**src/hdl/vcom_pkg.sv**
```systemverilog
// Constants and types shared by the serial bridge and its buffer
package vcom_pkg;
  localparam int unsigned CLK_HZ      = 200_000_000;
  localparam int unsigned BAUD_RESET  = 115_200;
  localparam int unsigned BAUD_MIN    = 9_600;
  localparam int unsigned BAUD_MAX    = 921_600;
  localparam int          DIV_W       = 16;
  // Clock cycles per bit; slowest rate gives the largest divider
  localparam logic [15:0] DIV_RESET   = 16'(CLK_HZ / BAUD_RESET);
  localparam logic [15:0] DIV_MAX     = 16'(CLK_HZ / BAUD_MIN);
  localparam logic [15:0] DIV_MIN     = 16'((CLK_HZ + BAUD_MAX - 1) / BAUD_MAX);
  localparam int          DATA_W      = 8;
  localparam logic [3:0]  FRAME_BITS  = 4'ha;
  localparam logic [3:0]  DATA_LAST   = 4'h7;
  localparam int          BUF_DEPTH   = 2;

  typedef enum logic [1:0] {
    HS_DISABLED,
    HS_RTS,
    HS_CTS,
    HS_RTSCTS
  } hs_mode_type;

  typedef enum logic [1:0] {
    RX_IDLE,
    RX_START,
    RX_DATA,
    RX_STOP
  } rx_state_type;
endpackage

```
**src/hdl/stream_if.sv**
```systemverilog
// Valid/ready byte stream between the bridge and its buffer
`timescale 1ns/10ps
interface stream_if;
  logic [7:0] data;
  logic       valid;
  logic       ready;
  modport src (output data, output valid, input ready);
  modport snk (input data, input valid, output ready);
endinterface // stream_if

```
**src/hdl/virtual_com_uart_bridge.sv**
```systemverilog
// Serial bridge between host byte streams and the target's UART pins
`timescale 1ns/10ps
module virtual_com_uart_bridge (
  input  wire logic        core_clk,
  input  wire logic        rst_n,
  input  wire logic        cfg_load,
  input  wire logic [15:0] cfg_baud_div,
  input  wire logic [1:0]  cfg_hs_mode,
  input  wire logic [7:0]  tx_data,
  input  wire logic        tx_valid,
  output logic             tx_ready,
  output logic [7:0]       rx_data,
  output logic             rx_valid,
  input  wire logic        rx_ready,
  output logic             rx_dropped,
  input  wire logic        vcom_enable,
  input  wire logic        target_tx_line,
  output logic             target_rx_line,
  input  wire logic        target_rts_n,
  output logic             target_cts_n_o,
  output logic             target_cts_n_oe
);
  stream_if rx_fill ();
  stream_if rx_drain ();

  // Configuration state
  logic [15:0]                div_q, div_d;
  vcom_pkg::hs_mode_type      mode_q, mode_d;

  always_comb begin
    div_d  = div_q;
    mode_d = mode_q;
    if (cfg_load) begin
      mode_d = vcom_pkg::hs_mode_type'(cfg_hs_mode);
      if (cfg_baud_div < vcom_pkg::DIV_MIN) div_d = vcom_pkg::DIV_MIN;
      else if (cfg_baud_div > vcom_pkg::DIV_MAX) div_d = vcom_pkg::DIV_MAX;
      else div_d = cfg_baud_div;
    end
  end

  always_ff @(posedge core_clk) begin
    if (!rst_n) begin
      div_q  <= vcom_pkg::DIV_RESET;
      mode_q <= vcom_pkg::HS_DISABLED;
    end else begin
      div_q  <= div_d;
      mode_q <= mode_d;
    end
  end

  // Three-stage synchronisers; value moves when stages two and three agree
  logic [2:0] s1_q, s2_q, s3_q, flt_q, flt_d;
  always_comb begin
    flt_d = flt_q;
    for (int i = 0; i < 3; i++) begin
      if (s2_q[i] == s3_q[i]) flt_d[i] = s3_q[i];
    end
  end

  always_ff @(posedge core_clk) begin
    s1_q <= {vcom_enable, target_rts_n, target_tx_line};
    s2_q <= s1_q;
    s3_q <= s2_q;
    if (!rst_n) flt_q <= 3'h3;
    else flt_q <= flt_d;
  end

  logic line_in, rts_asserted, enabled, tx_gate, cts_drive;
  always_comb begin
    line_in      = flt_q[0];
    rts_asserted = !flt_q[1];
    enabled      = flt_q[2];
    cts_drive    = (mode_q == vcom_pkg::HS_RTS)
                   || (mode_q == vcom_pkg::HS_RTSCTS);
    tx_gate      = enabled
                   && (rts_asserted
                       || mode_q == vcom_pkg::HS_DISABLED
                       || mode_q == vcom_pkg::HS_RTS);
  end

  // Transmitter toward the target
  logic [9:0]  tsh_q, tsh_d;
  logic [3:0]  tbits_q, tbits_d;
  logic [15:0] tcnt_q, tcnt_d;
  logic        tbusy_q, tbusy_d, tready_q, tready_d, tline_q, tline_d;

  always_comb begin
    tsh_d   = tsh_q;
    tbits_d = tbits_q;
    tcnt_d  = tcnt_q;
    tbusy_d = tbusy_q;
    tline_d = tline_q;
    if (!tbusy_q) begin
      tline_d = 1'b1;
      if (tx_valid && tready_q) begin
        tsh_d   = {1'b1, tx_data, 1'b0};
        tbits_d = vcom_pkg::FRAME_BITS;
        tcnt_d  = 16'h0000;
        tbusy_d = 1'b1;
      end
    end else if (tcnt_q == 16'h0000) begin
      // Runs to the stop bit whatever request-to-send does
      if (tbits_q == 4'h0) begin
        tbusy_d = 1'b0;
        tline_d = 1'b1;
      end else begin
        tline_d = tsh_q[0];
        tsh_d   = {1'b1, tsh_q[9:1]};
        tbits_d = 4'(tbits_q - 4'h1);
        tcnt_d  = 16'(div_q - 16'h0001);
      end
    end else begin
      tcnt_d = 16'(tcnt_q - 16'h0001);
    end
    tready_d = !tbusy_d && tx_gate;
  end

  always_ff @(posedge core_clk) begin
    if (!rst_n) begin
      tsh_q    <= 10'h3ff;
      tbits_q  <= 4'h0;
      tcnt_q   <= 16'h0000;
      tbusy_q  <= 1'b0;
      tready_q <= 1'b0;
      tline_q  <= 1'b1;
    end else begin
      tsh_q    <= tsh_d;
      tbits_q  <= tbits_d;
      tcnt_q   <= tcnt_d;
      tbusy_q  <= tbusy_d;
      tready_q <= tready_d;
      tline_q  <= tline_d;
    end
  end

  // Receiver from the target
  vcom_pkg::rx_state_type rst_q, rst_d;
  logic [7:0]  rsh_q, rsh_d;
  logic [3:0]  rbit_q, rbit_d;
  logic [15:0] rcnt_q, rcnt_d;
  logic        push_q, push_d, drop_q, drop_d;

  always_comb begin
    rst_d  = rst_q;
    rsh_d  = rsh_q;
    rbit_d = rbit_q;
    rcnt_d = (rcnt_q == 16'h0000) ? 16'h0000 : 16'(rcnt_q - 16'h0001);
    push_d = push_q && !rx_fill.ready;
    drop_d = 1'b0;
    unique case (rst_q)
      vcom_pkg::RX_IDLE: begin
        if (!line_in) begin
          rst_d  = vcom_pkg::RX_START;
          rcnt_d = {1'b0, div_q[15:1]}; // Sample at mid bit
        end
      end
      vcom_pkg::RX_START: begin
        if (rcnt_q == 16'h0000) begin
          rst_d  = line_in ? vcom_pkg::RX_IDLE : vcom_pkg::RX_DATA;
          rbit_d = 4'h0;
          rcnt_d = 16'(div_q - 16'h0001);
        end
      end
      vcom_pkg::RX_DATA: begin
        if (rcnt_q == 16'h0000) begin
          rsh_d  = {line_in, rsh_q[7:1]};
          rcnt_d = 16'(div_q - 16'h0001);
          rbit_d = 4'(rbit_q + 4'h1);
          if (rbit_q == vcom_pkg::DATA_LAST) rst_d = vcom_pkg::RX_STOP;
        end
      end
      vcom_pkg::RX_STOP: begin
        if (rcnt_q == 16'h0000) begin
          rst_d = vcom_pkg::RX_IDLE;
          if (line_in && enabled) begin
            if (push_q && !rx_fill.ready) drop_d = 1'b1;
            else push_d = 1'b1;
          end
        end
      end
    endcase
  end

  always_ff @(posedge core_clk) begin
    if (!rst_n) begin
      rst_q  <= vcom_pkg::RX_IDLE;
      rsh_q  <= 8'h00;
      rbit_q <= 4'h0;
      rcnt_q <= 16'h0000;
      push_q <= 1'b0;
      drop_q <= 1'b0;
    end else begin
      rst_q  <= rst_d;
      rsh_q  <= rsh_d;
      rbit_q <= rbit_d;
      rcnt_q <= rcnt_d;
      push_q <= push_d;
      drop_q <= drop_d;
    end
  end

  // A held byte waits in the pending slot until the buffer takes it
  logic [7:0] pend_q, pend_d;
  always_comb begin
    pend_d = pend_q;
    // Any good frame not dropped, also while the older byte leaves this cycle
    if (rst_q == vcom_pkg::RX_STOP && rst_d == vcom_pkg::RX_IDLE && line_in && enabled
        && !drop_d) begin
      pend_d = rsh_q;
    end
  end
  always_ff @(posedge core_clk) begin
    if (!rst_n) pend_q <= 8'h00;
    else pend_q <= pend_d;
  end

  assign rx_fill.data  = pend_q;
  assign rx_fill.valid = push_q;

  byte_buffer u_rx_buffer (
    .core_clk (core_clk),
    .rst_n    (rst_n),
    .fill     (rx_fill),
    .drain    (rx_drain)
  );

  assign rx_drain.ready = rx_ready;

  // Clear-to-send: low (asserted) while the buffer has room and no byte is pending
  logic cts_n_q, cts_n_d, cts_oe_q, cts_oe_d;
  always_comb begin
    cts_oe_d = cts_drive;
    cts_n_d  = !(rx_fill.ready && !push_q);
  end
  always_ff @(posedge core_clk) begin
    if (!rst_n) begin
      cts_n_q  <= 1'b1;
      cts_oe_q <= 1'b0;
    end else begin
      cts_n_q  <= cts_n_d;
      cts_oe_q <= cts_oe_d;
    end
  end

  assign tx_ready        = tready_q;
  assign target_rx_line  = tline_q;
  assign rx_data         = rx_drain.data;
  assign rx_valid        = rx_drain.valid;
  assign rx_dropped      = drop_q;
  assign target_cts_n_o  = cts_n_q;
  assign target_cts_n_oe = cts_oe_q;
endmodule // virtual_com_uart_bridge

```
**src/hdl/byte_buffer.sv**
```systemverilog
// Two-entry byte buffer with registered valid and ready
`timescale 1ns/10ps
module byte_buffer (
  input  wire logic core_clk,
  input  wire logic rst_n,
  stream_if.snk     fill,
  stream_if.src     drain
);
  logic [7:0] mem_q [vcom_pkg::BUF_DEPTH];
  logic [7:0] mem_d [vcom_pkg::BUF_DEPTH];
  logic       wr_q, wr_d, rd_q, rd_d;
  logic [1:0] cnt_q, cnt_d;
  logic       ready_q, valid_q;
  logic [7:0] head_q, head_d;
  logic       push, pop;

  // Next pointers, count and contents
  always_comb begin
    push  = fill.valid && ready_q;
    pop   = valid_q && drain.ready;
    mem_d = mem_q;
    wr_d  = wr_q;
    rd_d  = rd_q;
    cnt_d = cnt_q;
    if (push) begin
      mem_d[wr_q] = fill.data;
      wr_d        = ~wr_q;
    end
    if (pop) begin
      rd_d = ~rd_q;
    end
    cnt_d = 2'(cnt_q + {1'b0, push} - {1'b0, pop});
    head_d = mem_d[rd_d]; // Oldest byte, registered for the output
  end

  // Register state
  always_ff @(posedge core_clk) begin
    mem_q  <= mem_d;
    head_q <= head_d;
    if (!rst_n) begin
      wr_q    <= 1'b0;
      rd_q    <= 1'b0;
      cnt_q   <= 2'h0;
      ready_q <= 1'b0;
      valid_q <= 1'b0;
    end else begin
      wr_q    <= wr_d;
      rd_q    <= rd_d;
      cnt_q   <= cnt_d;
      ready_q <= (cnt_d != 2'(vcom_pkg::BUF_DEPTH));
      valid_q <= (cnt_d != 2'h0);
    end
  end

  assign fill.ready  = ready_q;
  assign drain.valid = valid_q;
  assign drain.data  = head_q;
endmodule // byte_buffer

```
**config.mk**
```make
export PLATFORM = sky130hd
export DESIGN_NAME = virtual_com_uart_bridge
export DESIGN_NICKNAME = d
export VERILOG_FILES = /design/src/hdl/vcom_pkg.sv /design/src/hdl/stream_if.sv /design/src/hdl/virtual_com_uart_bridge.sv /design/src/hdl/byte_buffer.sv
export SDC_FILE = /design/constraint.sdc
export NUM_CORES = 1
export LEC_CHECK = 0
export BUFFER_PORTS_ARGS = -buffer_cell sky130_fd_sc_hd__clkbuf_2
export CAP_MARGIN = 20
export CORE_MARGIN = 2
export CORE_UTILIZATION = 37
export CTS_CLUSTER_DIAMETER = 150
export DETAILED_ROUTE_END_ITERATION = 10
export SLEW_MARGIN = 20
export SYNTH_ARGS = -nofsm -noshare
export SYNTH_HDL_FRONTEND = slang
export SYNTH_SLANG_ARGS = --single-unit
```
**constraint.sdc**
```tcl
create_clock -name core_clk -period 3.36 [get_ports core_clk]
set_clock_uncertainty 0.05 [all_clocks]
set_input_delay 1.008 -clock core_clk [delete_from_list [all_inputs] [get_ports core_clk]]
set_output_delay 1.008 -clock core_clk [all_outputs]
set_load 0.01 [all_outputs]
```
==> results.toml <==
[status]
outcome = "finished clean"

[setup_path]
critPathSlowestCell = "and4_1"
rr_worst_depth = 9
cp-start-kind = "flop"
crit_chain = "inv_1, ha_1, nor4b_2, and4_1, o21ai_1, a2bb2oi_1, a2111oi_4, buf_4, mux2i_1"
cp_top_family = "simple AND/OR/NAND/NOR gates"
cp_slowest_stage_delay_ns = 0.67
worstPathArrival_ns = 2.99
path_class = "flop to flop"
r2r-start = "rcnt_q[0]"
path_buf_inv = 2
critical_path_required_ns = 3.66
rrSetupSlack_ns = 0.67
cp-end-kind = "flop"
crit_fanout = 17
timing.rr.end = "pend_q[1]"

[min_path]
worst_hold_path.endpoint = "s2_q[2]"
hold_path_class = "flop to flop"
hold_depth = 0
hp-start = "s1_q[2]"

[logic_synthesis]
synth_area_leaders = "dfxtp_1, nand2_1, o21ai_0"
async_flop_share_pct = 0
ys_seq_elements = 134
ys_seq_area_share_pct = 43.5
ys_types = 65
synth_area_leader_cell = "dfxtp_1"
synth-edff-count = 0
synthCells = 719
ys.flop_type = "dfxtp_1"
syn_area_um2 = 6170
avgSynthCellArea_um2 = 8.58
synth_top_area_share_pct = 43.5
synthesis.nets = 767
yosys_warnings = 0

[die]
die_h_um = 133
die_area_um2 = 17700
core_region_area_um2 = 16500
io_pins = 48
start_util_pct = 37.5
rows = 47
die_w_um = 133

[routing]
routed_wl_um = 14600
drc_errors = 0
drtIter0Drc = 334
drt_first_pass_iters = 5
vias = 5147
wl_per_cell_um = 14.6
ant_nets = 0
drt-vias-per-instance = 5.17

[cts]
root_buffer = "clkbuf_16"
postCtsSetupBuffers = 0
clkSlewWorstSetupHoldPaths_ns = 0.06
insertion_delay_ns = 0.43
cts.sinks = 134
ctsHoldBuffers = 0
cts_tree = "built"
htreeDepth = 4
cts_max_path_buffers = 2
cts_buffers = 17
ctsResizeCount = 0

[global_route]
met3_usage_pct = 4.11
grt_overflow = 0
antenna_found_initial = 0
grtUsageTotal_pct = 17.3
use_met2_pct = 25.2
grt_pass1_wl_um = 24600
grt_max_degree = 47
busiest_layer = "met1"
met1_usage_pct = 25.3
grt_pass1_vias = 4850

[sta]
maxSlewHeadroom_pct = 47.5
tightest_slew_ns = 0.785
setup_ws_ns = 0.671
setup_tns_ns = 0
rsz0062_at_grt = "no"
setup_violations = 0
min_period_ns = 2.69
hold_violations = 0
max_freq_ghz = 0.372
post-route-period-util_pct = 80.0
hold_slack_ns = 0.273
slew_viol_final = 0

[pwr]
ir_drop_mv = 0.394
power_density_nw_per_um2 = 620
p_total_mw = 4.46
p_leak_nw = 2.85

[placed_design]
portBuffers = 47
gpl.final_weighted_congestion = 0.820
dp_hpwl_um = 10100
place_ws_ns = 0.642

[job]
maxCapViolations = 0

[final_layout]
syn2layout_area_growth_pct = 16.6
seq_area_um2 = 2680
fillers = 1656
num-nets-final = 811
antenna_cells = 0
multi_input_area_um2 = 3280
final_layout_size_suffix_gt1_share_pct = 16.9
-- cells in the mapped netlist, drive strengths merged, types with 2 or more instances --
library cell,n
a21o,2
inv,18
a22oi,11
o211ai,7
nor4,15
nor2,68
o31ai,2
xor2,18
or3,5
nand2,93
nand4,5
mux2,25
a2bb2oi,3
nand2b,4
nor3b,6
dfxtp,134
a311o,2
or4,6
o21ai,65
a211oi,5
a221oi,2
and2,8
clkbuf,28
and3,8
xnor2,9
a31oi,3
nor2b,11
nand3,11
or2,4
o21a,3
buf,6
mux2i,19
nand3b,2
nor3,17
a21boi,3
a21oi,59
nor4b,2
ha,14
-- logic make-up (layout without fill, tap and decap cells) --
group | after synthesis | count (layout) | share of synthesized area, %
mux | 44 | 44 | 7.65
compound gates | 179 | 179 | 17.5
buf+inv | 52 | 109 | 3.31
flops | 134 | 134 | 43.5
simple gates | 269 | 269 | 21.4
xor+xnor | 27 | 27 | 3.83
fa+ha+maj | 14 | 14 | 2.84
-- placed cells by master (no fill, tap or decap), types with 14 or more instances in the layout --
cell	count
a21oi_1	59
clkbuf_16	17
clkbuf_2	47
dfxtp_1	134
ha_1	14
inv_1	17
mux2_2	25
mux2i_1	19
nand2_1	93
nor2_1	68
nor3_1	17
o21ai_0	63
xor2_1	18
-- state kept, by name, summed over array words and instances (netlist names), 3 cells and up --
register / count
div_q: 16
flt_q: 3
pend_q: 8
rbit_q: 4
rcnt_q: 16
rsh_q: 8
s1_q: 3
s2_q: 3
s3_q: 3
tbits_q: 4
tcnt_q: 16
tsh_q: 9
u_rx_buffer.drain.data: 8
u_rx_buffer.mem_q: 16
-- worst max-delay path by stage --
| stage | start | to | slack (ns) | depth (start not counted) |
|---|---|---|---|---|
| 2_1_floorplan | cfg_baud_div[13] | div_q[10] | 0.91 | 6 |
| 3_3_place_gp | cfg_baud_div[13] | div_q[10] | 0.66 | 7 |
| 3_5_place_dp | cfg_baud_div[13] | div_q[10] | 0.64 | 7 |
| 4_1_cts | rcnt_q[0] | pend_q[1] | 0.68 | 9 |
| 5_1_grt | rcnt_q[0] | rcnt_q[3] | 0.43 | 9 |
| 6_report | rcnt_q[0] | pend_q[1] | 0.67 | 9 |
-- power by group --
group / switching (mW) / leakage (nW) / internal, mW
sequential: 0.114 / 1.09 / 1.69
clock: 0.790 / 0.277 / 0.975
combinational: 0.511 / 1.48 / 0.374
-- cell type report --
| class | count | area share, % |
|---|---|---|
| Clock buffer | 17 | 5.92 |
| Clock inverter | 15 | 1.84 |
| Inverter | 18 | 0.940 |
| Multi-Input combinational cell | 533 | 45.6 |
| Sequential cell | 134 | 37.3 |
| Tap cell | 220 | 3.83 |
| Timing Repair Buffer | 59 | 4.52 |
-- worst register-to-register path, delay by kind of cell, from the launching register on --
family	cells	cell delay (ns)
buffers and inverters	2	0.35
AO/OA/AOI/OAI	3	0.53
AND/OR/NAND/NOR	2	1.03
flip-flops	1	0.32
adder cells (fa/ha/maj)	1	0.15
multiplexers	1	0.21
-- stage by stage --
stage               std cells  util [%]  cell area, µm²
finish                    996      43.7            7190
global route              996      43.7            7190
CTS                       996      43.7            7190
detailed placement        964      40.3            6630
global placement          964      40.3            6630
floorplan                 719         -            6170
-- per-layer routing --
layer	wire [µm]	vias up
li1	-	2627
met1	7480	2392
met2	6230	111
met3	651	17
met4	234	0
met5	0	-
Power figures use the tool's default switching activity.
